--- config.mk ---
export PLATFORM = sky130hd
export DESIGN_NAME = converter_startup_sequencer
export DESIGN_NICKNAME = d
export VERILOG_FILES = /design/src/rtl/startup_seq_pkg.sv /design/src/rtl/pin_sync2.sv /design/src/rtl/cal_engine.sv /design/src/rtl/converter_startup_sequencer.sv
export SDC_FILE = /design/constraint.sdc
export NUM_CORES = 1
export LEC_CHECK = 0
export BUFFER_PORTS_ARGS = -buffer_cell sky130_fd_sc_hd__buf_2
export CORE_ASPECT_RATIO = 1.75
export CORE_MARGIN = 5
export CORE_UTILIZATION = 50
export CTS_CLUSTER_DIAMETER = 60
export DETAILED_ROUTE_END_ITERATION = 10
export PLACE_DENSITY = 0.78
export SLEW_MARGIN = 25
export SYNTH_ARGS = -nofsm -noshare
export SYNTH_HDL_FRONTEND = slang
export SYNTH_SLANG_ARGS = --single-unit
--- constraint.sdc ---
create_clock -name aclk -period 2.98 [get_ports aclk]
set_input_delay 0.596 -clock aclk [delete_from_list [all_inputs] [get_ports aclk]]
set_output_delay 0.596 -clock aclk [all_outputs]
set_load 0.01 [all_outputs]
--- src/rtl/startup_seq_pkg.sv ---
// Purpose: Shared constants and types for the converter startup sequencer
// Assumes: 100 MHz aclk, 32-bit AXI4-Lite register port
// Notes:   Offsets are byte addresses of aligned 32-bit words
package startup_seq_pkg;

  // Clock
  localparam int CLK_PERIOD_NS = 10;

  // Register byte offsets
  localparam logic [7:0] CTRL_OFS   = 8'h00;
  localparam logic [7:0] CONFIG_OFS = 8'h04;
  localparam logic [7:0] STATUS_OFS = 8'h08;
  localparam logic [7:0] EVENT_OFS  = 8'h0C;

  // Control register fields
  localparam int CTRL_LINK_EN_BIT = 0;
  localparam int CTRL_CAL_EN_BIT  = 1;
  localparam int CTRL_TRIG_BIT    = 2;
  localparam int CTRL_OVERRANGE_REPORT_ENABLE_BIT  = 3;

  // Configuration register fields
  localparam int CFG_LANE_FMT_LSB = 0;
  localparam int CFG_KM1_LSB      = 8;
  localparam int CFG_SYNC_SEL_BIT = 16;
  localparam int CFG_CAL_BG_BIT   = 17;
  localparam int CFG_OFS_CAL_BIT  = 18;

  // Status and event register fields
  localparam int STAT_LINK_LSB     = 0;
  localparam int STAT_CAL_BUSY_BIT = 2;
  localparam int STAT_OVR_BIT      = 3;
  localparam int EVT_REFUSED_BIT   = 0;
  localparam int EVT_CAL_DONE_BIT  = 1;

  // Values after reset
  localparam logic       CTRL_LINK_EN_RST = 1'b0;
  localparam logic       CTRL_CAL_EN_RST  = 1'b0;
  localparam logic [4:0] LANE_FMT_RST     = 5'h00;
  localparam logic [4:0] KM1_RST          = 5'h1F;

  // AXI responses
  localparam logic [1:0] RESP_OKAY   = 2'h0;
  localparam logic [1:0] RESP_SLVERR = 2'h2;

  // Calibration phase durations
  localparam int CAL_GAIN_TIME_NS   = 20000;
  localparam int CAL_OFFSET_TIME_NS = 5000;
  localparam logic [11:0] CAL_GAIN_CYCLES =
    12'((CAL_GAIN_TIME_NS + CLK_PERIOD_NS - 1) / CLK_PERIOD_NS);
  localparam logic [11:0] CAL_OFFSET_CYCLES =
    12'((CAL_OFFSET_TIME_NS + CLK_PERIOD_NS - 1) / CLK_PERIOD_NS);

  // Serial link states
  typedef enum logic [1:0] {
    LINK_HALT = 2'b00,
    LINK_CGS  = 2'b01,
    LINK_ILAS = 2'b10,
    LINK_DATA = 2'b11
  } link_state_e;

  // Calibration states
  typedef enum logic [1:0] {
    CAL_IDLE   = 2'b00,
    CAL_GAIN   = 2'b01,
    CAL_OFFSET = 2'b10
  } cal_state_e;

endpackage

--- src/rtl/pin_sync2.sv ---
// Purpose: Two-stage synchroniser for pin inputs
// Assumes: Inputs are asynchronous to aclk
// Notes:   First stage feeds only the second stage
`timescale 1ns/10ps
module pin_sync2 #(
  parameter int WIDTH = 2
) (
  // Clock and reset
  input  wire logic             aclk,
  input  wire logic             aresetn,
  // Asynchronous in, synchronous out
  input  wire logic [WIDTH-1:0] async_in,
  output logic      [WIDTH-1:0] sync_out
);

  typedef struct packed {
    logic [WIDTH-1:0] meta;
    logic [WIDTH-1:0] stable;
  } sync_s;

  sync_s state_ff;
  sync_s nxt_state;

  // Shift through both stages
  always_comb begin
    nxt_state.meta   = async_in;
    nxt_state.stable = state_ff.meta;
  end

  // Idle-high reset suits active-low sync pins
  always_ff @(posedge aclk) begin
    if (!aresetn) begin
      state_ff <= '1;
    end else begin
      state_ff <= nxt_state;
    end
  end

  assign sync_out = state_ff.stable;

endmodule

--- src/rtl/cal_engine.sv ---
// Purpose: Calibration state machine with gain and offset phases
// Assumes: Control levels come from registers on aclk
// Notes:   Background mode re-runs calibration while enabled
`timescale 1ns/10ps
module cal_engine (
  // Clock and reset
  input  wire logic aclk,
  input  wire logic aresetn,
  // Control
  input  wire logic run_enable,
  input  wire logic soft_trigger,
  input  wire logic background_mode,
  input  wire logic offset_enable,
  // Status
  output logic      busy,
  output logic      done_pulse
);

  typedef struct packed {
    startup_seq_pkg::cal_state_e st;
    logic [11:0]                 cnt;
    logic                        trig_prev;
    logic                        busy;
    logic                        done;
  } cal_s;

  cal_s state_ff;
  cal_s nxt_state;
  logic trig_rise;

  // Start on a zero-to-one edge of the trigger
  assign trig_rise = soft_trigger && !state_ff.trig_prev;

  // Phase sequencing
  always_comb begin
    nxt_state           = state_ff;
    nxt_state.trig_prev = soft_trigger;
    nxt_state.done      = 1'b0;
    if (!run_enable) begin
      nxt_state.st  = startup_seq_pkg::CAL_IDLE;
      nxt_state.cnt = 12'h000;
    end else begin
      unique case (state_ff.st)
        startup_seq_pkg::CAL_IDLE: begin
          if (trig_rise || background_mode) begin
            nxt_state.st  = startup_seq_pkg::CAL_GAIN;
            nxt_state.cnt = startup_seq_pkg::CAL_GAIN_CYCLES - 12'h001;
          end
        end
        startup_seq_pkg::CAL_GAIN: begin
          if (state_ff.cnt != 12'h000) begin
            nxt_state.cnt = state_ff.cnt - 12'h001;
          end else if (offset_enable) begin
            nxt_state.st  = startup_seq_pkg::CAL_OFFSET;
            nxt_state.cnt = startup_seq_pkg::CAL_OFFSET_CYCLES - 12'h001;
          end else begin
            nxt_state.st   = startup_seq_pkg::CAL_IDLE;
            nxt_state.done = 1'b1;
          end
        end
        startup_seq_pkg::CAL_OFFSET: begin
          if (state_ff.cnt != 12'h000) begin
            nxt_state.cnt = state_ff.cnt - 12'h001;
          end else begin
            nxt_state.st   = startup_seq_pkg::CAL_IDLE;
            nxt_state.done = 1'b1;
          end
        end
        default: begin
          nxt_state.st = startup_seq_pkg::CAL_IDLE;
        end
      endcase
    end
    nxt_state.busy = (nxt_state.st != startup_seq_pkg::CAL_IDLE);
  end

  // State register
  always_ff @(posedge aclk) begin
    if (!aresetn) begin
      state_ff <= '0;
    end else begin
      state_ff <= nxt_state;
    end
  end

  assign busy       = state_ff.busy;
  assign done_pulse = state_ff.done;

endmodule

--- src/rtl/converter_startup_sequencer.sv ---
// Purpose: Register file, link and calibration control of the converter
// Assumes: AXI4-Lite master on aclk; sync pins asynchronous
// Notes:   Configuration is writable only while link and calibration halt
`timescale 1ns/10ps
module converter_startup_sequencer (
  // Clock and reset
  input  wire logic        aclk,
  input  wire logic        aresetn,
  // AXI4-Lite write address
  input  wire logic [7:0]  s_axi_awaddr,
  input  wire logic        s_axi_awvalid,
  output logic             s_axi_awready,
  // AXI4-Lite write data
  input  wire logic [31:0] s_axi_wdata,
  input  wire logic [3:0]  s_axi_wstrb,
  input  wire logic        s_axi_wvalid,
  output logic             s_axi_wready,
  // AXI4-Lite write response
  output logic [1:0]       s_axi_bresp,
  output logic             s_axi_bvalid,
  input  wire logic        s_axi_bready,
  // AXI4-Lite read address
  input  wire logic [7:0]  s_axi_araddr,
  input  wire logic        s_axi_arvalid,
  output logic             s_axi_arready,
  // AXI4-Lite read data
  output logic [31:0]      s_axi_rdata,
  output logic [1:0]       s_axi_rresp,
  output logic             s_axi_rvalid,
  input  wire logic        s_axi_rready,
  // Sync pins, active low
  input  wire logic        single_ended_sync_input_n,
  input  wire logic        timestamp_sync_n,
  // Converter core
  input  wire logic        overrange_detect,
  // Link, calibration and over-range outputs
  output logic             link_data_valid,
  output logic [4:0]       lane_format_select,
  output logic [4:0]       multiframe_length_minus_one,
  output logic             overrange_flag,
  output logic             calibration_busy
);

  typedef struct packed {
    // Write channel
    logic                         awready;
    logic                         wready;
    logic                         aw_got;
    logic                         w_got;
    logic [7:0]                   awaddr;
    logic [31:0]                  wdata;
    logic [3:0]                   wstrb;
    logic                         bvalid;
    logic [1:0]                   bresp;
    // Read channel
    logic                         arready;
    logic                         rvalid;
    logic [1:0]                   rresp;
    logic [31:0]                  rdata;
    // Control and configuration
    logic                         serial_link_enable;
    logic                         cal_run_enable;
    logic                         calibration_software_trigger;
    logic                         overrange_report_enable;
    logic [4:0]                   lane_fmt;
    logic [4:0]                   km1;
    logic                         sync_sel;
    logic                         cal_bg;
    logic                         ofs_cal;
    // Events
    logic                         cfg_refused;
    logic                         cal_done;
    // Link, over-range and calibration status
    startup_seq_pkg::link_state_e link_st;
    logic [7:0]                   ilas_cnt;
    logic                         link_up;
    logic                         ovr_flag;
    logic                         cal_busy;
  } top_s;

  top_s        state_ff;
  top_s        nxt_state;
  logic [1:0]  sync_pins;
  logic        sync_n;
  logic        cal_busy_w;
  logic        cal_done_w;
  logic        wr_fire;
  logic        ar_fire;

  // Byte-lane merge of a write into a register
  function automatic logic [31:0] merge_bytes(input logic [31:0] old_val,
                                              input logic [31:0] new_val,
                                              input logic [3:0]  strb);
    logic [31:0] res;
    res = old_val;
    for (int i = 0; i < 4; i++) begin
      if (strb[i]) begin
        res[8*i +: 8] = new_val[8*i +: 8];
      end
    end
    return res;
  endfunction

  // Address decode shared by reads and writes
  function automatic logic is_mapped(input logic [7:0] addr);
    return (addr == startup_seq_pkg::CTRL_OFS) || (addr == startup_seq_pkg::CONFIG_OFS) ||
           (addr == startup_seq_pkg::STATUS_OFS) || (addr == startup_seq_pkg::EVENT_OFS);
  endfunction

  // Pin synchronisers
  pin_sync2 #(
    .WIDTH (2)
  ) u_pin_sync (
    .aclk     (aclk),
    .aresetn  (aresetn),
    .async_in ({timestamp_sync_n, single_ended_sync_input_n}),
    .sync_out (sync_pins)
  );

  // Selected sync source
  assign sync_n = state_ff.sync_sel ? sync_pins[1] : sync_pins[0];

  // Calibration engine
  cal_engine u_cal (
    .aclk            (aclk),
    .aresetn         (aresetn),
    .run_enable      (state_ff.cal_run_enable),
    .soft_trigger    (state_ff.calibration_software_trigger),
    .background_mode (state_ff.cal_bg),
    .offset_enable   (state_ff.ofs_cal),
    .busy            (cal_busy_w),
    .done_pulse      (cal_done_w)
  );

  assign wr_fire = state_ff.aw_got && state_ff.w_got && !state_ff.bvalid;
  assign ar_fire = s_axi_arvalid && state_ff.arready;

  // Next-state logic
  always_comb begin
    logic [31:0] ctrl_v;
    logic [31:0] cfg_v;
    logic [31:0] wr_v;
    logic        halted;
    logic        clr_refused;
    logic        clr_done;
    logic        set_refused;
    ctrl_v      = '0;
    cfg_v       = '0;
    wr_v        = '0;
    clr_refused = 1'b0;
    clr_done    = 1'b0;
    set_refused = 1'b0;
    nxt_state   = state_ff;
    halted      = !state_ff.serial_link_enable && !state_ff.cal_run_enable;

    // Capture write address and data in either order
    if (s_axi_awvalid && state_ff.awready) begin
      nxt_state.aw_got = 1'b1;
      nxt_state.awaddr = s_axi_awaddr;
    end
    if (s_axi_wvalid && state_ff.wready) begin
      nxt_state.w_got = 1'b1;
      nxt_state.wdata = s_axi_wdata;
      nxt_state.wstrb = s_axi_wstrb;
    end
    if (s_axi_bvalid && s_axi_bready) begin
      nxt_state.bvalid = 1'b0;
    end

    // Register write
    if (wr_fire) begin
      nxt_state.aw_got = 1'b0;
      nxt_state.w_got  = 1'b0;
      nxt_state.bvalid = 1'b1;
      nxt_state.bresp  = is_mapped(state_ff.awaddr) ? startup_seq_pkg::RESP_OKAY
                                                    : startup_seq_pkg::RESP_SLVERR;
      ctrl_v = '0;
      ctrl_v[startup_seq_pkg::CTRL_LINK_EN_BIT] = state_ff.serial_link_enable;
      ctrl_v[startup_seq_pkg::CTRL_CAL_EN_BIT]  = state_ff.cal_run_enable;
      ctrl_v[startup_seq_pkg::CTRL_TRIG_BIT]    = state_ff.calibration_software_trigger;
      ctrl_v[startup_seq_pkg::CTRL_OVERRANGE_REPORT_ENABLE_BIT]  = state_ff.overrange_report_enable;
      cfg_v  = '0;
      cfg_v[startup_seq_pkg::CFG_LANE_FMT_LSB +: 5] = state_ff.lane_fmt;
      cfg_v[startup_seq_pkg::CFG_KM1_LSB +: 5]      = state_ff.km1;
      cfg_v[startup_seq_pkg::CFG_SYNC_SEL_BIT]      = state_ff.sync_sel;
      cfg_v[startup_seq_pkg::CFG_CAL_BG_BIT]        = state_ff.cal_bg;
      cfg_v[startup_seq_pkg::CFG_OFS_CAL_BIT]       = state_ff.ofs_cal;
      if (state_ff.awaddr == startup_seq_pkg::CTRL_OFS) begin
        wr_v = merge_bytes(ctrl_v, state_ff.wdata, state_ff.wstrb);
        nxt_state.serial_link_enable           = wr_v[startup_seq_pkg::CTRL_LINK_EN_BIT];
        nxt_state.cal_run_enable               = wr_v[startup_seq_pkg::CTRL_CAL_EN_BIT];
        nxt_state.calibration_software_trigger = wr_v[startup_seq_pkg::CTRL_TRIG_BIT];
        nxt_state.overrange_report_enable      = wr_v[startup_seq_pkg::CTRL_OVERRANGE_REPORT_ENABLE_BIT];
      end else if (state_ff.awaddr == startup_seq_pkg::CONFIG_OFS) begin
        // Settings change only while both machines are halted
        if (halted) begin
          wr_v = merge_bytes(cfg_v, state_ff.wdata, state_ff.wstrb);
          nxt_state.lane_fmt = wr_v[startup_seq_pkg::CFG_LANE_FMT_LSB +: 5];
          nxt_state.km1      = wr_v[startup_seq_pkg::CFG_KM1_LSB +: 5];
          nxt_state.sync_sel = wr_v[startup_seq_pkg::CFG_SYNC_SEL_BIT];
          nxt_state.cal_bg   = wr_v[startup_seq_pkg::CFG_CAL_BG_BIT];
          nxt_state.ofs_cal  = wr_v[startup_seq_pkg::CFG_OFS_CAL_BIT];
        end else begin
          set_refused = 1'b1;
        end
      end else if (state_ff.awaddr == startup_seq_pkg::EVENT_OFS && state_ff.wstrb[0]) begin
        clr_refused = state_ff.wdata[startup_seq_pkg::EVT_REFUSED_BIT];
        clr_done    = state_ff.wdata[startup_seq_pkg::EVT_CAL_DONE_BIT];
      end
    end

    // Sticky events, set beats clear
    nxt_state.cfg_refused = set_refused || (state_ff.cfg_refused && !clr_refused);
    nxt_state.cal_done    = cal_done_w || (state_ff.cal_done && !clr_done);
    nxt_state.cal_busy    = cal_busy_w;

    // Channel readies
    nxt_state.awready = !nxt_state.aw_got && !nxt_state.bvalid;
    nxt_state.wready  = !nxt_state.w_got && !nxt_state.bvalid;

    // Register read
    if (s_axi_rvalid && s_axi_rready) begin
      nxt_state.rvalid = 1'b0;
    end
    if (ar_fire) begin
      nxt_state.rvalid = 1'b1;
      nxt_state.rdata  = '0;
      nxt_state.rresp  = is_mapped(s_axi_araddr) ? startup_seq_pkg::RESP_OKAY
                                                 : startup_seq_pkg::RESP_SLVERR;
      unique case (s_axi_araddr)
        startup_seq_pkg::CTRL_OFS: begin
          nxt_state.rdata[startup_seq_pkg::CTRL_LINK_EN_BIT] = state_ff.serial_link_enable;
          nxt_state.rdata[startup_seq_pkg::CTRL_CAL_EN_BIT]  = state_ff.cal_run_enable;
          nxt_state.rdata[startup_seq_pkg::CTRL_TRIG_BIT]    =
            state_ff.calibration_software_trigger;
          nxt_state.rdata[startup_seq_pkg::CTRL_OVERRANGE_REPORT_ENABLE_BIT]  = state_ff.overrange_report_enable;
        end
        startup_seq_pkg::CONFIG_OFS: begin
          nxt_state.rdata[startup_seq_pkg::CFG_LANE_FMT_LSB +: 5] = state_ff.lane_fmt;
          nxt_state.rdata[startup_seq_pkg::CFG_KM1_LSB +: 5]      = state_ff.km1;
          nxt_state.rdata[startup_seq_pkg::CFG_SYNC_SEL_BIT]      = state_ff.sync_sel;
          nxt_state.rdata[startup_seq_pkg::CFG_CAL_BG_BIT]        = state_ff.cal_bg;
          nxt_state.rdata[startup_seq_pkg::CFG_OFS_CAL_BIT]       = state_ff.ofs_cal;
        end
        startup_seq_pkg::STATUS_OFS: begin
          nxt_state.rdata[startup_seq_pkg::STAT_LINK_LSB +: 2] = state_ff.link_st;
          nxt_state.rdata[startup_seq_pkg::STAT_CAL_BUSY_BIT]  = state_ff.cal_busy;
          nxt_state.rdata[startup_seq_pkg::STAT_OVR_BIT]       = state_ff.ovr_flag;
        end
        startup_seq_pkg::EVENT_OFS: begin
          nxt_state.rdata[startup_seq_pkg::EVT_REFUSED_BIT]  = state_ff.cfg_refused;
          nxt_state.rdata[startup_seq_pkg::EVT_CAL_DONE_BIT] = state_ff.cal_done;
        end
        default: begin
          nxt_state.rdata = '0;
        end
      endcase
    end
    nxt_state.arready = !nxt_state.rvalid;

    // Serial link state machine
    if (!state_ff.serial_link_enable) begin
      nxt_state.link_st  = startup_seq_pkg::LINK_HALT;
      nxt_state.ilas_cnt = 8'h00;
    end else begin
      unique case (state_ff.link_st)
        startup_seq_pkg::LINK_HALT: begin
          nxt_state.link_st = startup_seq_pkg::LINK_CGS;
        end
        startup_seq_pkg::LINK_CGS: begin
          // Leave code group sync when receiver releases sync
          if (sync_n) begin
            nxt_state.link_st  = startup_seq_pkg::LINK_ILAS;
            nxt_state.ilas_cnt = {1'b0, state_ff.km1, 2'b11};
          end
        end
        startup_seq_pkg::LINK_ILAS: begin
          // Four multiframes of alignment, resync on request
          if (!sync_n) begin
            nxt_state.link_st = startup_seq_pkg::LINK_CGS;
          end else if (state_ff.ilas_cnt == 8'h00) begin
            nxt_state.link_st = startup_seq_pkg::LINK_DATA;
          end else begin
            nxt_state.ilas_cnt = state_ff.ilas_cnt - 8'h01;
          end
        end
        startup_seq_pkg::LINK_DATA: begin
          if (!sync_n) begin
            nxt_state.link_st = startup_seq_pkg::LINK_CGS;
          end
        end
      endcase
    end
    nxt_state.link_up  = (nxt_state.link_st == startup_seq_pkg::LINK_DATA);

    // Over-range reporting gate
    nxt_state.ovr_flag = state_ff.overrange_report_enable && overrange_detect;
  end

  // State register
  always_ff @(posedge aclk) begin
    if (!aresetn) begin
      state_ff                    <= '0;
      state_ff.awready            <= 1'b1;
      state_ff.wready             <= 1'b1;
      state_ff.arready            <= 1'b1;
      state_ff.serial_link_enable <= startup_seq_pkg::CTRL_LINK_EN_RST;
      state_ff.cal_run_enable     <= startup_seq_pkg::CTRL_CAL_EN_RST;
      state_ff.lane_fmt           <= startup_seq_pkg::LANE_FMT_RST;
      state_ff.km1                <= startup_seq_pkg::KM1_RST;
    end else begin
      state_ff <= nxt_state;
    end
  end

  // Outputs from flops
  assign s_axi_awready               = state_ff.awready;
  assign s_axi_wready                = state_ff.wready;
  assign s_axi_bvalid                = state_ff.bvalid;
  assign s_axi_bresp                 = state_ff.bresp;
  assign s_axi_arready               = state_ff.arready;
  assign s_axi_rvalid                = state_ff.rvalid;
  assign s_axi_rresp                 = state_ff.rresp;
  assign s_axi_rdata                 = state_ff.rdata;
  assign link_data_valid             = state_ff.link_up;
  assign lane_format_select          = state_ff.lane_fmt;
  assign multiframe_length_minus_one = state_ff.km1;
  assign overrange_flag              = state_ff.ovr_flag;
  assign calibration_busy            = state_ff.cal_busy;

endmodule

== Word level (Yosys, flattened, before mapping) ==
Cells that the tools add are included.

* Register bits after elaboration: 107
* Bits in latches: 0
* RAM bits: 0
* ROM bits: 0
* Input port bits: 62
* Logic and storage cells: 158
* Memories kept: 0

* Add/sub/neg operators: 2
* $mul: 0
* Div/mod/pow operators: 0
* $lt $le $gt $ge: 0
* Equality and inequality tests: 18
* Shifts and indexed selects: 0
* Muxes and demuxes: 50
* Bitwise logic cells: 1
* Reduce and logical (&&, ||, !) cells: 51

{| class="wikitable"
|+ Operators by type and width
! kind !! number
|-
| two-way mux 12 bit || 3
|-
| case mux 12 bit (3 select lines) || 1
|-
| two-way mux 35 bit || 1
|-
| equality test 8 x 4 -> 1 bit, second input constant || 4
|-
| two-way mux 14 bit || 2
|-
| zero test 8 bit || 3
|-
| two-way mux 1 bit || 21
|-
| two-way mux 10 bit || 2
|-
| two-way mux 2 bit || 9
|-
| equality test 8 x 3 -> 1 bit, second input constant || 2
|-
| two-way mux 8 bit || 2
|-
| case mux 2 bit (4 select lines) || 2
|-
| case mux 8 bit (2 select lines) || 1
|-
| logical AND 1 bit || 15
|-
| AND reduction 5 bit || 3
|-
| case mux 2 bit (3 select lines) || 2
|-
| nonzero test 12 bit || 1
|-
| subtractor 12 x 1 -> 12 bit, second input constant || 1
|-
| zero test 1 bit || 10
|-
| logical OR 1 bit || 9
|-
| equality test 2 bit, second input constant || 4
|-
| AND reduction 4 bit || 2
|-
| subtractor 8 x 1 -> 8 bit, second input constant || 1
|-
| two-way mux 3 bit || 2
|-
| other kinds (12) || 19
|}

== Logic depth before layout (Yosys ltp) ==
Gate-level depths: netlist of run 1.

* Depth after elaboration: 9
* Mapped depth: 7
* Mapped depth without buffers: 7

== Hierarchy ==
Synthesis of run 1 repeated with hierarchy kept, for this count alone.

* Cells, all modules: 549
* Area, all modules: 4807.1 µm²

{| class="wikitable"
|+ Modules (own cells, without submodules)
! module !! times used !! cells an instance !! area each (µm²)
|-
| converter_startup_sequencer || 1 || 412 || 3619.7
|-
| cal_engine || 1 || 129 || 1082.3
|-
| pin_sync2 || 1 || 8 || 105.1
|}

== Worst setup path after synthesis of run 1 ==
No wires, ideal clock.

* Path kind: register to register
* Start: register u_cal.state_ff[16] in the netlist's numbering
* End: register u_cal.state_ff[14] in the netlist's numbering
* Arrival time: 1.791 ns
* Required time: 2.905 ns
* Path slack: 1.114 ns
* Stages on the path, launching flop included: 8
* Cell sequence: dfxtp_1 > inv_1 > ha_1 > clkbuf_1 > a21oi_2 > o21ai_2 > or4_1 > o22ai_1

* Longest elaborated chain between the ends: 3

{| class="wikitable"
|+ Ends and longest elaborated chain
! item !! line !! RTL
|-
| start, declared || cal_engine.sv:27 || <nowiki>cal_s state_ff;</nowiki>
|-
| start signal, assigned || cal_engine.sv:82 || <nowiki>state_ff <= nxt_state;</nowiki>
|-
| equality test 2 x 1 -> 1 bit, or another cell as far along || cal_engine.sv:43 || <nowiki>unique case (state_ff.st)</nowiki>
|-
| inequality test 3 x 2 -> 1 bit (no source line), or another cell as far along || n/a ||
|-
| AND reduction 4 bit (no source line) || n/a ||
|}

Parallel ways exist; a longest one is shown, timed or not.
A chain may end at the register's enable or synchronous reset.

== Worst setup path in the final report of run 1 ==
* Start: register state_ff[3] in the netlist's numbering
* End: register state_ff[10] in the netlist's numbering

* Longest elaborated chain between the ends: 4

{| class="wikitable"
|+ Ends and longest elaborated chain
! item !! line !! RTL
|-
| start, declared || converter_startup_sequencer.sv:81 || <nowiki>top_s state_ff;</nowiki>
|-
| start signal, assigned || converter_startup_sequencer.sv:312 || <nowiki>state_ff <= nxt_state;</nowiki>
|-
| subtractor 8 x 1 -> 8 bit || converter_startup_sequencer.sv:284 || <nowiki>nxt_state.ilas_cnt = state_ff.ilas_cnt - 8'h01;</nowiki>
|-
| two-way mux 8 bit || converter_startup_sequencer.sv:281 || <nowiki>end else if (state_ff.ilas_cnt == 8'h00) begin</nowiki>
|-
| two-way mux 8 bit || converter_startup_sequencer.sv:279 || <nowiki>if (!sync_n) begin</nowiki>
|-
| case mux 8 bit (2 select lines) || converter_startup_sequencer.sv:266 || <nowiki>unique case (state_ff.link_st)</nowiki>
|}

Parallel ways exist; a longest one is shown, timed or not. The select of a mux whose other input is x is not followed.

==> report_table.html, run 1 <==
<table>
<tr><th>Metric</th><th>Value</th></tr>
<tr><th colspan="2">Worst setup path</th></tr>
<tr><td>CP Launch Type</td><td>flip-flop</td></tr>
<tr><td>Arrival time at the worst endpoint</td><td>~2400 ps</td></tr>
<tr><td>CP Max Fanout</td><td>10</td></tr>
<tr><td>Worst path required time</td><td>approximately 3200 ps</td></tr>
<tr><td>Type of element capturing the critical path</td><td>flip-flop</td></tr>
<tr><td>Type of the worst setup path</td><td>reg2reg</td></tr>
<tr><td>Reg-to-reg slack, setup</td><td>between 800 and 900 ps</td></tr>
<tr><td>Startpoint of the worst register-to-register path</td><td>state_ff[3]</td></tr>
<tr><td>Endpoint of the worst-slack reg-to-reg timing path</td><td>state_ff[10]</td></tr>
<tr><td>Depth of the worst register-to-register path</td><td>7</td></tr>
<tr><th colspan="2">Logic synthesis</th></tr>
<tr><td>Count of flip-flops with a built-in enable after synthesis</td><td>0</td></tr>
<tr><td>Cells taking the most area after synthesis</td><td>sky130_fd_sc_hd__dfxtp_1 42%, sky130_fd_sc_hd__buf_4 7.5%, sky130_fd_sc_hd__nand2_1 6.1%</td></tr>
<tr><td>Post-synthesis average cell area</td><td>between 9 and 10 um^2</td></tr>
<tr><td>Most instantiated cells after synthesis</td><td>99 x sky130_fd_sc_hd__dfxtp_1, 77 x sky130_fd_sc_hd__nand2_1, 47 x sky130_fd_sc_hd__buf_4, 31 x sky130_fd_sc_hd__nor2_1</td></tr>
<tr><td>FFs w/ async S/R, synth</td><td>0</td></tr>
<tr><td>Instance count of the mapped netlist</td><td>522</td></tr>
<tr><td>Most frequently used cell type in the post-synthesis netlist</td><td>sky130_fd_sc_hd__dfxtp_1</td></tr>
<tr><td>Distinct cell type count of the synthesized netlist</td><td>72</td></tr>
<tr><td>Number of synthesized register bits</td><td>just under 100</td></tr>
<tr><td>Synth warnings</td><td>0</td></tr>
<tr><td>Post-Syn Area</td><td>4730 um^2</td></tr>
<tr><td>Share of the synthesized area in the top cell type</td><td>0.419</td></tr>
<tr><td>Most used DFF post-synth</td><td>sky130_fd_sc_hd__dfxtp_1</td></tr>
<tr><td>Post-synthesis cell type with the largest combined area</td><td>sky130_fd_sc_hd__dfxtp_1</td></tr>
<tr><td>Fraction of the yosys area taken by sequential cells</td><td>0.419</td></tr>
<tr><th colspan="2">Route</th></tr>
<tr><td>Total Routed Length</td><td>roughly 11000 um</td></tr>
<tr><td>Number of detailed-routing iterations run before antenna repair</td><td>4</td></tr>
<tr><td>Average detailed-routed wire length per instance</td><td>15.4 um</td></tr>
<tr><td>Total met2 wirelength after detailed routing</td><td>5890 um</td></tr>
<tr><td>Top Metal Used</td><td>met4</td></tr>
<tr><td>Routed vias</td><td>3722</td></tr>
<tr><td>Number of DRC markers in iteration 0</td><td>263</td></tr>
<tr><td>DRT met1 WL</td><td>3790 um</td></tr>
<tr><td>Drt via density</td><td>5.38</td></tr>
<tr><td>Wire length on met3</td><td>721 um</td></tr>
<tr><td>Antenna viol nets, final</td><td>0</td></tr>
<tr><td>Number of DRC violations after detailed routing</td><td>0</td></tr>
<tr><th colspan="2">Worst hold path</th></tr>
<tr><td>Endpoint with the worst hold slack</td><td>calibration_busy</td></tr>
<tr><td>Hold Crit Start</td><td>u_cal.busy</td></tr>
<tr><td>Cells on Worst Hold Path</td><td>1</td></tr>
<tr><td>Worst hold path class</td><td>reg2reg</td></tr>
<tr><th colspan="2">Global routing</th></tr>
<tr><td>Global-route usage over all layers</td><td>0.185</td></tr>
<tr><td>Residual overflow from global routing</td><td>0</td></tr>
<tr><td>Via count of the first global-routing pass</td><td>3733</td></tr>
<tr><td>Largest net degree at the start of global routing</td><td>36</td></tr>
<tr><td>Antenna violations before repair</td><td>0</td></tr>
<tr><td>Global-route wire length before repair</td><td>about 17000 um</td></tr>
<tr><th colspan="2">Floorplan</th></tr>
<tr><td>Cell row count</td><td>47</td></tr>
<tr><td>I/O Pins</td><td>116</td></tr>
<tr><td>Horizontal die dimension</td><td>83.6 um</td></tr>
<tr><td>Overall die height</td><td>~140 um</td></tr>
<tr><td>Total core area</td><td>9350 um^2</td></tr>
<tr><td>Initial Util</td><td>0.506</td></tr>
<tr><td>Area of the die</td><td>~12000 um^2</td></tr>
<tr><th colspan="2">Final layout</th></tr>
<tr><td>NumNets Final</td><td>634</td></tr>
<tr><td>Antenna cells</td><td>0</td></tr>
<tr><td>Final-layout fill cell count</td><td>846</td></tr>
<tr><td>Layout cell share with drive strength beyond 1</td><td>0.214</td></tr>
<tr><td>Combined flip-flop and latch cell area</td><td>1980 um^2</td></tr>
<tr><td>Post-route standard cell area excluding fillers</td><td>between 5000 and 6000 um^2</td></tr>
<tr><td>Area Growth Syn to Fin</td><td>10.7%</td></tr>
<tr><td>Footprint of the multi-input gates</td><td>2330 um^2</td></tr>
<tr><th colspan="2">CTS</th></tr>
<tr><td>Root cell of the clock tree</td><td>sky130_fd_sc_hd__clkbuf_16</td></tr>
<tr><td>Buffer count from post-CTS setup fixing</td><td>0</td></tr>
<tr><td>Number of buffers added by the clock tree synthesis step</td><td>9</td></tr>
<tr><td># resized after CTS</td><td>0</td></tr>
<tr><td>Hold buffer count at cts</td><td>0</td></tr>
<tr><td>Clock net sink count</td><td>99</td></tr>
<tr><td>Clock latency on the worst-skew pair</td><td>350 ps</td></tr>
<tr><td>Clock slew at reported path FFs</td><td>70 ps</td></tr>
<tr><td>Clk buf depth</td><td>2</td></tr>
<tr><td>Number of levels in the clock H-tree</td><td>3</td></tr>
<tr><td>CTS tree</td><td>yes</td></tr>
<tr><th colspan="2">STA</th></tr>
<tr><td>Final total negative setup slack</td><td>0 ps</td></tr>
<tr><td>Max Transition Viols Final</td><td>0</td></tr>
<tr><td>Worst Max-Slew Pin Slew</td><td>739 ps</td></tr>
<tr><td>Period utilization</td><td>0.725</td></tr>
<tr><td>Final number of setup-violating endpoints</td><td>0</td></tr>
<tr><td>Relative slew margins</td><td>0.505</td></tr>
<tr><td>Setup repair after global routing missed its margin</td><td>no</td></tr>
<tr><td>Post-layout minimum cycle time</td><td>2160 ps</td></tr>
<tr><td>Worst setup skew after layout</td><td>~7.6 ps</td></tr>
<tr><td>Max Clock Freq</td><td>463 MHz</td></tr>
<tr><td>Final Hold Violating Endpoints</td><td>0</td></tr>
<tr><th colspan="2">Power</th></tr>
<tr><td>Total power density per cell area</td><td>541 nW/um^2</td></tr>
<tr><td>Leakage</td><td>2.21 nW</td></tr>
<tr><td>Total Power Consumption</td><td>roughly 2.8 mW</td></tr>
<tr><td>Maximum VDD drop</td><td>388 uV</td></tr>
<tr><th colspan="2">Place</th></tr>
<tr><td>Final GP Congestion</td><td>0.887</td></tr>
<tr><td>Number of buffer cells added on primary ports</td><td>74</td></tr>
<tr><td>Cell area after placement</td><td>between 4000 and 5000 um^2</td></tr>
<tr><td>DPL Wire Length</td><td>8030 um</td></tr>
<tr><th colspan="2">Outcome</th></tr>
<tr><td>Result of the run</td><td>completed</td></tr>
<tr><th colspan="2">Job</th></tr>
<tr><td>Max_cap viols</td><td>0</td></tr>
</table>
worst max-delay path by stage:
stage	from	end	slack [ps]	cells after the start
after floorplan	u_cal.state_ff[16]	u_cal.state_ff[14]	1110	7
after global placement	state_ff[3]	state_ff[10]	910	7
after detailed placement	state_ff[3]	state_ff[10]	840	7
after CTS	state_ff[3]	state_ff[10]	830	7
after global routing	state_ff[3]	state_ff[8]	710	7
final	state_ff[3]	state_ff[10]	820	7
kinds of logic (layout without fill, tap and decap cells):
family	after synthesis	after routing	synth area share
and+or+nand+nor	193	193	0.214
AOI/OAI and AO/OA	116	116	0.179
DFF	99	99	0.419
buffers and inverters	79	107	0.106
muxes	23	23	0.0550
adders and majority gates	7	7	0.0185
xor gates and xnor gates	4	4	0.00740
other	1	21	0.000792
metal layers:
layer,vias to the layer above,global-route usage
met2,127,0.350
met5,-,0
li1,1835,-
met1,1735,0.181
met4,0,0.0814
met3,25,0.0559
worst max-delay path, stage by stage (launching register included):
cell	delay, ps
sky130_fd_sc_hd__dfxtp_1	400
sky130_fd_sc_hd__inv_1	60
sky130_fd_sc_hd__ha_1	240
sky130_fd_sc_hd__nor4b_1	200
sky130_fd_sc_hd__a311oi_2	650
sky130_fd_sc_hd__nand3_2	150
sky130_fd_sc_hd__xor2_1	180
sky130_fd_sc_hd__a211oi_1	190
placed cells by master, fill, tap and decap left out, types with 3 or more instances in the layout:
master / n
sky130_fd_sc_hd__clkbuf_16: 9
sky130_fd_sc_hd__nor3_1: 8
sky130_fd_sc_hd__a21oi_1: 17
sky130_fd_sc_hd__nor2b_1: 27
sky130_fd_sc_hd__a211oi_1: 3
sky130_fd_sc_hd__nor2_1: 31
sky130_fd_sc_hd__nor3b_1: 3
sky130_fd_sc_hd__o21a_1: 3
sky130_fd_sc_hd__o21ai_0: 16
sky130_fd_sc_hd__inv_1: 14
sky130_fd_sc_hd__nand2b_1: 6
sky130_fd_sc_hd__o221a_2: 7
sky130_fd_sc_hd__a21boi_0: 27
sky130_fd_sc_hd__buf_4: 3
sky130_fd_sc_hd__ha_1: 7
sky130_fd_sc_hd__nand2_1: 77
sky130_fd_sc_hd__dfxtp_1: 99
sky130_fd_sc_hd__nand4_2: 3
sky130_fd_sc_hd__buf_2: 74
sky130_fd_sc_hd__conb_1: 21
sky130_fd_sc_hd__a22oi_1: 15
sky130_fd_sc_hd__nand3_1: 5
sky130_fd_sc_hd__a31oi_1: 5
sky130_fd_sc_hd__mux2i_1: 20
sky130_fd_sc_hd__and2_1: 7
power by group:
| part | internal (mW) | total (mW) | switching (mW) |
|---|---|---|---|
| clock network | 0.769 | 1.28 | 0.514 |
| registers | 1.36 | 1.38 | 0.0231 |
| logic | 0.0688 | 0.170 | 0.101 |
state kept, by name (all words and copies together) (netlist names), 2 cells and up:
name                         flops
s_axi_rdata                     13
multiframe_length_minus_one      5
u_cal.state_ff                  15
u_pin_sync.sync_out              2
state_ff                        45
u_pin_sync.nxt_state             2
lane_format_select               5
per-stage QoR:
stage / setup slack [ps] / instances / utilization / hold WS (ps)
4_1_cts: 831 / 692 / 0.560 / 434
2_1_floorplan: 1110 / 542 / - / 386
3_3_place_gp: 915 / 676 / 0.525 / 429
3_5_place_dp: 842 / 676 / 0.525 / 425
6_report: 820 / 692 / 0.560 / 446
5_1_grt: 706 / 692 / 0.560 / 440
final cells by class:
cell class | instances | area share
well taps | 122 | 0.0291
repair buffers | 77 | 0.0750
clock buffers | 10 | 0.0456
inverters | 14 | 0.0100
flip-flops and latches | 99 | 0.378
clock inverters | 6 | 0.0179
multi-input cells | 364 | 0.444
(Power assumes the default switching activity.)
==> run 2: changes to the inputs <==
--- a/config.mk
+++ b/config.mk
@@ -8,10 +8,10 @@
 export BUFFER_PORTS_ARGS = -buffer_cell sky130_fd_sc_hd__buf_2
 export CORE_ASPECT_RATIO = 1.75
 export CORE_MARGIN = 5
-export CORE_UTILIZATION = 50
+export CORE_UTILIZATION = 48
 export CTS_CLUSTER_DIAMETER = 60
 export DETAILED_ROUTE_END_ITERATION = 10
-export PLACE_DENSITY = 0.78
+export PLACE_DENSITY = 0.79
 export SLEW_MARGIN = 25
 export SYNTH_ARGS = -nofsm -noshare
 export SYNTH_HDL_FRONTEND = slang
==> constraint.sdc (replaced) <==
create_clock -name aclk -period 1.9 [get_ports aclk]
set_input_delay 0.38 -clock aclk [delete_from_list [all_inputs] [get_ports aclk]]
set_output_delay 0.38 -clock aclk [all_outputs]
set_load 0.01 [all_outputs]
==> run 2 against run 1 <==
Global-route usage fell by 0.28 points. Cell area is 5.6% higher. Worst setup slack lost 790 ps. Maximum frequency rose by 16%. Utilization grew 0.49 points. Critical path type unchanged. Largest power group unchanged.
==> report_table.html, run 2 (synthesized netlist as in run 1, its figures left out) <==
<table>
<tr><th>Metric</th><th>Value</th></tr>
<tr><th colspan="2">Outcome</th></tr>
<tr><td>Result of the run</td><td>completed</td></tr>
<tr><th colspan="2">Worst setup path</th></tr>
<tr><td>Arrival time at the worst endpoint</td><td>2100 ps (-320 ps)</td></tr>
<tr><td>Type of element capturing the critical path</td><td>flip-flop</td></tr>
<tr><td>Worst path required time</td><td>2130 ps (-1110 ps)</td></tr>
<tr><td>Type of the worst setup path</td><td>reg2reg</td></tr>
<tr><td>CP Launch Type</td><td>flip-flop</td></tr>
<tr><td>CP Max Fanout</td><td>4 (-6)</td></tr>
<tr><th colspan="2">Global routing</th></tr>
<tr><td>Global-route usage over all layers</td><td>0.182 (-0.00282)</td></tr>
<tr><td>Grt met3 use</td><td>0.0314 (-0.0245)</td></tr>
<tr><td>Global-route wire length before repair</td><td>17800 um (+2.3%)</td></tr>
<tr><td>GRT Max-Usage Layer</td><td>met2</td></tr>
<tr><td>Global-route met1 utilization</td><td>0.176 (-0.00456)</td></tr>
<tr><td>Via count of the first global-routing pass</td><td>3913 (+4.8%)</td></tr>
<tr><td>Antenna violations before repair</td><td>0 (unchanged)</td></tr>
<tr><td>Largest net degree at the start of global routing</td><td>47 (+31%)</td></tr>
<tr><td>Met2 usage in global routing</td><td>0.356 (+0.00548)</td></tr>
<tr><td>Residual overflow from global routing</td><td>0 (unchanged)</td></tr>
<tr><th colspan="2">STA</th></tr>
<tr><td>Relative slew margins</td><td>0.603 (+0.0978)</td></tr>
<tr><td>WHS</td><td>218 ps (-228 ps)</td></tr>
<tr><td>Setup repair after global routing missed its margin</td><td>yes</td></tr>
<tr><td>Worst Max-Slew Pin Slew</td><td>591 ps (-148 ps)</td></tr>
<tr><td>Period utilization</td><td>0.983 (+0.259)</td></tr>
<tr><td>Final number of setup-violating endpoints</td><td>0 (unchanged)</td></tr>
<tr><td>Minimum setup slack in the final design</td><td>31.7 ps (-789 ps)</td></tr>
<tr><td>Max Clock Freq</td><td>535 MHz (+16%)</td></tr>
<tr><td>Max Transition Viols Final</td><td>0 (unchanged)</td></tr>
<tr><td>Post-layout minimum cycle time</td><td>1870 ps (-291 ps)</td></tr>
<tr><td>Worst setup skew after layout</td><td>3.62 ps (-3.96 ps)</td></tr>
<tr><td>Final Hold Violating Endpoints</td><td>0 (unchanged)</td></tr>
<tr><th colspan="2">Floorplan</th></tr>
<tr><td>Total core area</td><td>9790 um^2 (+4.7%)</td></tr>
<tr><td>Cell row count</td><td>48 (+2.1%)</td></tr>
<tr><td>Area of the die</td><td>12000 um^2 (+3.8%)</td></tr>
<tr><td>Overall die height</td><td>141 um (+1.9%)</td></tr>
<tr><td>I/O Pins</td><td>116 (unchanged)</td></tr>
<tr><td>Horizontal die dimension</td><td>85.1 um (+1.8%)</td></tr>
<tr><td>Initial Util</td><td>0.484 (-0.0227)</td></tr>
<tr><th colspan="2">Power</th></tr>
<tr><td>Clock share of power</td><td>0.437 (-0.015)</td></tr>
<tr><td>Logic pwr share</td><td>0.062 (+0.002)</td></tr>
<tr><td>Total power density per cell area</td><td>784 nW/um^2 (+45%)</td></tr>
<tr><td>Leakage</td><td>2.42 nW (+9.4%)</td></tr>
<tr><td>Total Power Consumption</td><td>4.34 mW (+53%)</td></tr>
<tr><td>Sequential fraction of design power</td><td>0.500 (+0.012)</td></tr>
<tr><td>Internal power</td><td>3.41 mW (+55%)</td></tr>
<tr><td>Maximum VDD drop</td><td>569 uV (+47%)</td></tr>
<tr><td>Net switching fraction of the power</td><td>0.215 (-0.00996)</td></tr>
<tr><td>Psw</td><td>0.933 mW (+46%)</td></tr>
<tr><th colspan="2">Route</th></tr>
<tr><td>Average detailed-routed wire length per instance</td><td>15.0 um (-2.7%)</td></tr>
<tr><td>Number of DRC violations after detailed routing</td><td>0 (unchanged)</td></tr>
<tr><td>Total Routed Length</td><td>10900 um (+2.1%)</td></tr>
<tr><td>Number of detailed-routing iterations run before antenna repair</td><td>4 (unchanged)</td></tr>
<tr><td>Drt via density</td><td>5.29 (-1.7%)</td></tr>
<tr><td>Antenna viol nets, final</td><td>0 (unchanged)</td></tr>
<tr><td>Routed vias</td><td>3840 (+3.2%)</td></tr>
<tr><td>Number of DRC markers in iteration 0</td><td>134 (-49%)</td></tr>
<tr><th colspan="2">CTS</th></tr>
<tr><td>Clock latency on the worst-skew pair</td><td>340 ps (about the same)</td></tr>
<tr><td>Number of buffers added by the clock tree synthesis step</td><td>9 (unchanged)</td></tr>
<tr><td>Clock net sink count</td><td>99 (unchanged)</td></tr>
<tr><td>Clk buf depth</td><td>2 (unchanged)</td></tr>
<tr><td>Root cell of the clock tree</td><td>sky130_fd_sc_hd__clkbuf_16</td></tr>
<tr><td>Number of levels in the clock H-tree</td><td>3 (unchanged)</td></tr>
<tr><td>Clock slew at reported path FFs</td><td>60 ps (about the same)</td></tr>
<tr><td>CTS tree</td><td>yes</td></tr>
<tr><th colspan="2">Final layout</th></tr>
<tr><td>Register name with the most flops</td><td>state_ff</td></tr>
<tr><td>Final-layout fill cell count</td><td>896 (+5.9%)</td></tr>
<tr><td>Layout cell share with drive strength beyond 1</td><td>0.266 (+0.0522)</td></tr>
<tr><td>Commonest non-fill, non-tap cells in the layout</td><td>97 x sky130_fd_sc_hd__dfxtp_1, 77 x sky130_fd_sc_hd__nand2_1, 74 x sky130_fd_sc_hd__buf_2, 34 x sky130_fd_sc_hd__buf_4, 29 x sky130_fd_sc_hd__nor2_1</td></tr>
<tr><td>NumNets Final</td><td>665 (+4.9%)</td></tr>
<tr><td>Antenna cells</td><td>0 (unchanged)</td></tr>
<tr><td>Most common cell after layout, fill and taps aside</td><td>sky130_fd_sc_hd__dfxtp_1</td></tr>
<tr><td>Post-route standard cell area excluding fillers</td><td>5530 um^2 (+5.6%)</td></tr>
<tr><td>Area Growth Syn to Fin</td><td>16.9%</td></tr>
<tr><td>Largest register FFs</td><td>45 (unchanged)</td></tr>
<tr><th colspan="2">Job</th></tr>
<tr><td>Max_cap viols</td><td>0 (unchanged)</td></tr>
<tr><th colspan="2">Place</th></tr>
<tr><td>Number of buffer cells added on primary ports</td><td>74 (unchanged)</td></tr>
<tr><td>Cell area after placement</td><td>5100 um^2 (+3.9%)</td></tr>
<tr><td>Final GP Congestion</td><td>0.888 (about the same)</td></tr>
<tr><td>DPL Wire Length</td><td>8460 um (+5.3%)</td></tr>
<tr><td>Placement Setup Slack</td><td>4.85 ps (-837 ps)</td></tr>
<tr><th colspan="2">Worst hold path</th></tr>
<tr><td>Worst hold path class</td><td>in2reg</td></tr>
</table>
## run 2: power by group through the flow
stage / Clock, mW / Combinational (mW) / Sequential, mW
floorplan: 0 / 0.211 / 2.21
finish: 1.90 / 0.271 / 2.17
global route: 2.02 / 0.303 / 2.18
global placement: 0 / 0.260 / 2.21
detailed placement: 0 / 0.269 / 2.22
CTS: 1.93 / 0.270 / 2.17
## run 2: final timing paths
| check | end | depth (start not counted) | slack [ps] | from |
|---|---|---|---|---|
| hold / removal | u_pin_sync.nxt_state[1] | 2 | 220 | timestamp_sync_n |
| setup / recovery | state_ff[29] | 7 | 30 | state_ff[114] |
| hold reg to reg | u_pin_sync.sync_out[0] | 1 | 410 | u_pin_sync.nxt_state[0] |
| setup reg to reg | state_ff[29] | 7 | 30 | state_ff[114] |
## run 2: layout make-up
cell class,instances,area (um^2),area share
multi-input cells,364,2400,0.434
flip-flops and latches,99,1980,0.359
repair buffers,108,626,0.113
clock buffers,12,236,0.0427
well taps,125,156,0.0283
clock inverters,4,73.8,0.0133
inverters,14,52.6,0.00950
## run 2: worst max-delay path: stages, from the launching register on
cell	delay, ps
sky130_fd_sc_hd__dfxtp_1	310
sky130_fd_sc_hd__or4_4	540
sky130_fd_sc_hd__nor4_4	210
sky130_fd_sc_hd__buf_4	190
sky130_fd_sc_hd__buf_4	130
sky130_fd_sc_hd__nand3b_4	110
sky130_fd_sc_hd__mux2i_1	200
sky130_fd_sc_hd__nor2b_1	60
## run 2: timing repair
action | 4_1_cts | 5_1_grt
resized for setup | 0 | 16
pin swaps | 2 | 8
setup buffers | 0 | 6
endpoints found under the setup margin | 2 | 38
hold buffers | 0 | 0
## run 2: through the flow
stage,TNS (ps),utilization,std cells
after floorplan,0,-,542
after global placement,0,0.521,704
after detailed placement,0,0.521,704
after CTS,0,0.552,720
after global routing,-323,0.565,726
final,0,0.565,726
## run 2: routing by layer
layer  part of all wire  wire (um)
met1               0.37       3990
met4              0.031        333
met5                  0          0
met3              0.037        401
met2               0.57       6170
==> run 3: changes to the inputs <==
--- a/config.mk
+++ b/config.mk
@@ -12,6 +12,7 @@
 export CTS_CLUSTER_DIAMETER = 60
 export DETAILED_ROUTE_END_ITERATION = 10
 export PLACE_DENSITY = 0.79
+export RECOVER_POWER = 100
 export SLEW_MARGIN = 25
 export SYNTH_ARGS = -nofsm -noshare
 export SYNTH_HDL_FRONTEND = slang
==> run 3 against run 2 <==
Combinational power is 2% lower. Worst setup slack worse by 9.5 ps. Largest power group unchanged. Power is 0.32% lower. Sequential power hardly changed. Wire length is 0.18% higher. Final cell count stayed put. Sequential share of layout area is 0.38 points higher. First-iteration DRC count is 10% higher. Utilization is 0.59 points lower. Clock-buffer cell count stayed put.
==> report_table.html, run 3 (synthesized netlist as in run 1, its figures left out) <==
<table>
<tr><th>Metric</th><th>Value</th></tr>
<tr><th colspan="2">Outcome</th></tr>
<tr><td>Result of the run</td><td>completed</td></tr>
<tr><th colspan="2">Job</th></tr>
<tr><td>Max_cap viols</td><td>0 (unchanged)</td></tr>
<tr><th colspan="2">Floorplan</th></tr>
<tr><td>Horizontal die dimension</td><td>85.1 um (unchanged)</td></tr>
<tr><td>I/O Pins</td><td>116 (unchanged)</td></tr>
<tr><td>Overall die height</td><td>141 um (unchanged)</td></tr>
<tr><td>Cell row count</td><td>48 (unchanged)</td></tr>
<tr><td>Area of the die</td><td>12000 um^2 (unchanged)</td></tr>
<tr><td>Total core area</td><td>9790 um^2 (unchanged)</td></tr>
<tr><td>Initial Util</td><td>0.484 (unchanged)</td></tr>
<tr><th colspan="2">CTS</th></tr>
<tr><td>Hold buffer count at cts</td><td>0 (unchanged)</td></tr>
<tr><td>CTS tree</td><td>yes</td></tr>
<tr><td>Clock latency on the worst-skew pair</td><td>330 ps (about the same)</td></tr>
<tr><td>Number of buffers added by the clock tree synthesis step</td><td>9 (unchanged)</td></tr>
<tr><td>Clk buf depth</td><td>2 (unchanged)</td></tr>
<tr><td>Clock slew at reported path FFs</td><td>60 ps (about the same)</td></tr>
<tr><td>Number of levels in the clock H-tree</td><td>3 (unchanged)</td></tr>
<tr><td>Root cell of the clock tree</td><td>sky130_fd_sc_hd__clkbuf_16</td></tr>
<tr><td>Clock net sink count</td><td>99 (unchanged)</td></tr>
<tr><th colspan="2">Place</th></tr>
<tr><td>DPL Wire Length</td><td>8460 um (unchanged)</td></tr>
<tr><td>Final GP Congestion</td><td>0.888 (unchanged)</td></tr>
<tr><td>Number of buffer cells added on primary ports</td><td>74 (unchanged)</td></tr>
<tr><th colspan="2">Global routing</th></tr>
<tr><td>Met2 usage in global routing</td><td>0.356 (unchanged)</td></tr>
<tr><td>Global-route wire length before repair</td><td>17800 um (unchanged)</td></tr>
<tr><td>GRT Max-Usage Layer</td><td>met2</td></tr>
<tr><td>Global-route usage over all layers</td><td>0.182 (unchanged)</td></tr>
<tr><td>Largest net degree at the start of global routing</td><td>47 (unchanged)</td></tr>
<tr><td>Residual overflow from global routing</td><td>0 (unchanged)</td></tr>
<tr><td>Antenna violations before repair</td><td>0 (unchanged)</td></tr>
<tr><td>Global-route met1 utilization</td><td>0.176 (unchanged)</td></tr>
<tr><td>Via count of the first global-routing pass</td><td>3913 (unchanged)</td></tr>
<tr><td>Grt met3 use</td><td>0.0314 (unchanged)</td></tr>
<tr><th colspan="2">Worst setup path</th></tr>
<tr><td>Type of element capturing the critical path</td><td>flip-flop</td></tr>
<tr><td>Type of the worst setup path</td><td>reg2reg</td></tr>
<tr><td>Arrival time at the worst endpoint</td><td>2100 ps (about the same)</td></tr>
<tr><td>CP Launch Type</td><td>flip-flop</td></tr>
<tr><td>Worst path required time</td><td>2130 ps (about the same)</td></tr>
<tr><td>CP Max Fanout</td><td>4 (unchanged)</td></tr>
<tr><th colspan="2">Final layout</th></tr>
<tr><td>Most common cell after layout, fill and taps aside</td><td>sky130_fd_sc_hd__dfxtp_1</td></tr>
<tr><td>Register name with the most flops</td><td>state_ff</td></tr>
<tr><td>Largest register FFs</td><td>45 (unchanged)</td></tr>
<tr><td>Commonest non-fill, non-tap cells in the layout</td><td>97 x sky130_fd_sc_hd__dfxtp_1, 77 x sky130_fd_sc_hd__nand2_1, 40 x sky130_fd_sc_hd__clkbuf_1, 40 x sky130_fd_sc_hd__buf_2</td></tr>
<tr><td>Antenna cells</td><td>0 (unchanged)</td></tr>
<tr><td>Layout cell share with drive strength beyond 1</td><td>0.203 (-0.0632)</td></tr>
<tr><td>Area Growth Syn to Fin</td><td>15.7%</td></tr>
<tr><td>NumNets Final</td><td>665 (unchanged)</td></tr>
<tr><th colspan="2">STA</th></tr>
<tr><td>Final number of setup-violating endpoints</td><td>0 (unchanged)</td></tr>
<tr><td>Relative slew margins</td><td>0.537 (-0.0659)</td></tr>
<tr><td>Final total negative setup slack</td><td>0 ps (unchanged)</td></tr>
<tr><td>Post-layout minimum cycle time</td><td>1880 ps (+9.51 ps)</td></tr>
<tr><td>Worst setup skew after layout</td><td>3.67 ps (+0.0540 ps)</td></tr>
<tr><td>Max Clock Freq</td><td>533 MHz (-0.51%)</td></tr>
<tr><td>Worst Max-Slew Pin Slew</td><td>695 ps (+103 ps)</td></tr>
<tr><td>Setup repair after global routing missed its margin</td><td>yes</td></tr>
<tr><td>Max Transition Viols Final</td><td>0 (unchanged)</td></tr>
<tr><td>Period utilization</td><td>0.988 (+0.00501)</td></tr>
<tr><td>Final Hold Violating Endpoints</td><td>0 (unchanged)</td></tr>
<tr><td>WHS</td><td>223 ps (+5.09 ps)</td></tr>
<tr><th colspan="2">Route</th></tr>
<tr><td>Average detailed-routed wire length per instance</td><td>15.0 um (+0.18%)</td></tr>
<tr><td>Number of DRC violations after detailed routing</td><td>0 (unchanged)</td></tr>
<tr><td>Total Routed Length</td><td>10900 um (+0.18%)</td></tr>
<tr><td>Number of detailed-routing iterations run before antenna repair</td><td>4 (unchanged)</td></tr>
<tr><td>Drt via density</td><td>5.32 (+0.49%)</td></tr>
<tr><td>Routed vias</td><td>3859 (+0.49%)</td></tr>
<tr><td>Number of DRC markers in iteration 0</td><td>148 (+10%)</td></tr>
<tr><td>Antenna viol nets, final</td><td>0 (unchanged)</td></tr>
<tr><th colspan="2">Power</th></tr>
<tr><td>Maximum VDD drop</td><td>568 uV (about the same)</td></tr>
<tr><td>Total power density per cell area</td><td>790 nW/um^2 (+0.72%)</td></tr>
<tr><td>Leakage</td><td>2.29 nW (-5.7%)</td></tr>
<tr><td>Total Power Consumption</td><td>4.32 mW (-0.32%)</td></tr>
<tr><th colspan="2">Worst hold path</th></tr>
<tr><td>Worst hold path class</td><td>in2reg</td></tr>
</table>
## run 3: cell types whose count changed in the layout (fill, tap and decap cells not counted)
cell                       before  now
sky130_fd_sc_hd__clkbuf_4       0    1
sky130_fd_sc_hd__o21a_1         2    3
sky130_fd_sc_hd__buf_2         74   40
sky130_fd_sc_hd__clkbuf_2       0    1
sky130_fd_sc_hd__buf_4         34   29
sky130_fd_sc_hd__and2_0         1    4
sky130_fd_sc_hd__clkbuf_1       3   40
sky130_fd_sc_hd__and2_1         7    4
sky130_fd_sc_hd__o21a_2         1    0
## run 3: worst paths after layout
check | startpoint | end | slack [ps] | cells past startpoint
worst max-delay path | state_ff[114] | state_ff[29] | 20 | 7
worst min-delay path | timestamp_sync_n | u_pin_sync.nxt_state[1] | 220 | 2
worst max register to register | state_ff[114] | state_ff[29] | 20 | 7
worst min register to register | u_pin_sync.nxt_state[0] | u_pin_sync.sync_out[0] | 410 | 1
## run 3: area by class of cell
class	instances	area, um^2
Timing Repair Buffer	108	569
Fill cell	910	4310
Inverter	14	52.6
Multi-Input combinational cell	364	2400
Tap cell	125	156
Clock inverter	4	73.8
Clock buffer	12	236
Sequential cell	99	1980
## run 3: power by group
group          internal (mW)  switching [mW]  total [mW]
registers               2.13          0.0391        2.17
logic                  0.110           0.155       0.266
clock network           1.16           0.730        1.89
total                   3.40           0.924        4.32
## run 3: worst max-delay path, cell delays in order, from the launching register on
cell and delay, ps:
sky130_fd_sc_hd__dfxtp_1 310, sky130_fd_sc_hd__or4_4 550, sky130_fd_sc_hd__nor4_4 220, sky130_fd_sc_hd__buf_4 190, sky130_fd_sc_hd__buf_4 130, sky130_fd_sc_hd__nand3b_4 110, sky130_fd_sc_hd__mux2i_1 200, sky130_fd_sc_hd__nor2b_1 60
## run 3: layer usage
layer  vias to the layer above  share of wire
met2                        91           0.57
li1                       1902              -
met5                         -              0
met3                        17          0.036
met4                         0          0.023
met1                      1849           0.37
## run 3: stage by stage
stage | util | area (um^2) | instances | setup WS [ps]
6_report | 0.559 | 5480 | 726 | 22.2
5_1_grt | 0.559 | 5480 | 726 | -58.6
4_1_cts | 0.552 | 5410 | 720 | 4.15
3_5_place_dp | 0.521 | 5100 | 704 | 4.85
3_3_place_gp | 0.521 | 5100 | 704 | 76.2
2_1_floorplan | - | 4810 | 542 | 34.5
## run 3: timing repair
item                                    4_1_cts  5_1_grt
resized for setup                             0       16
pin swaps                                     2        8
endpoints found under the setup margin        2       38
buffers inserted                              0        6
hold endpoints to repair                      0        0
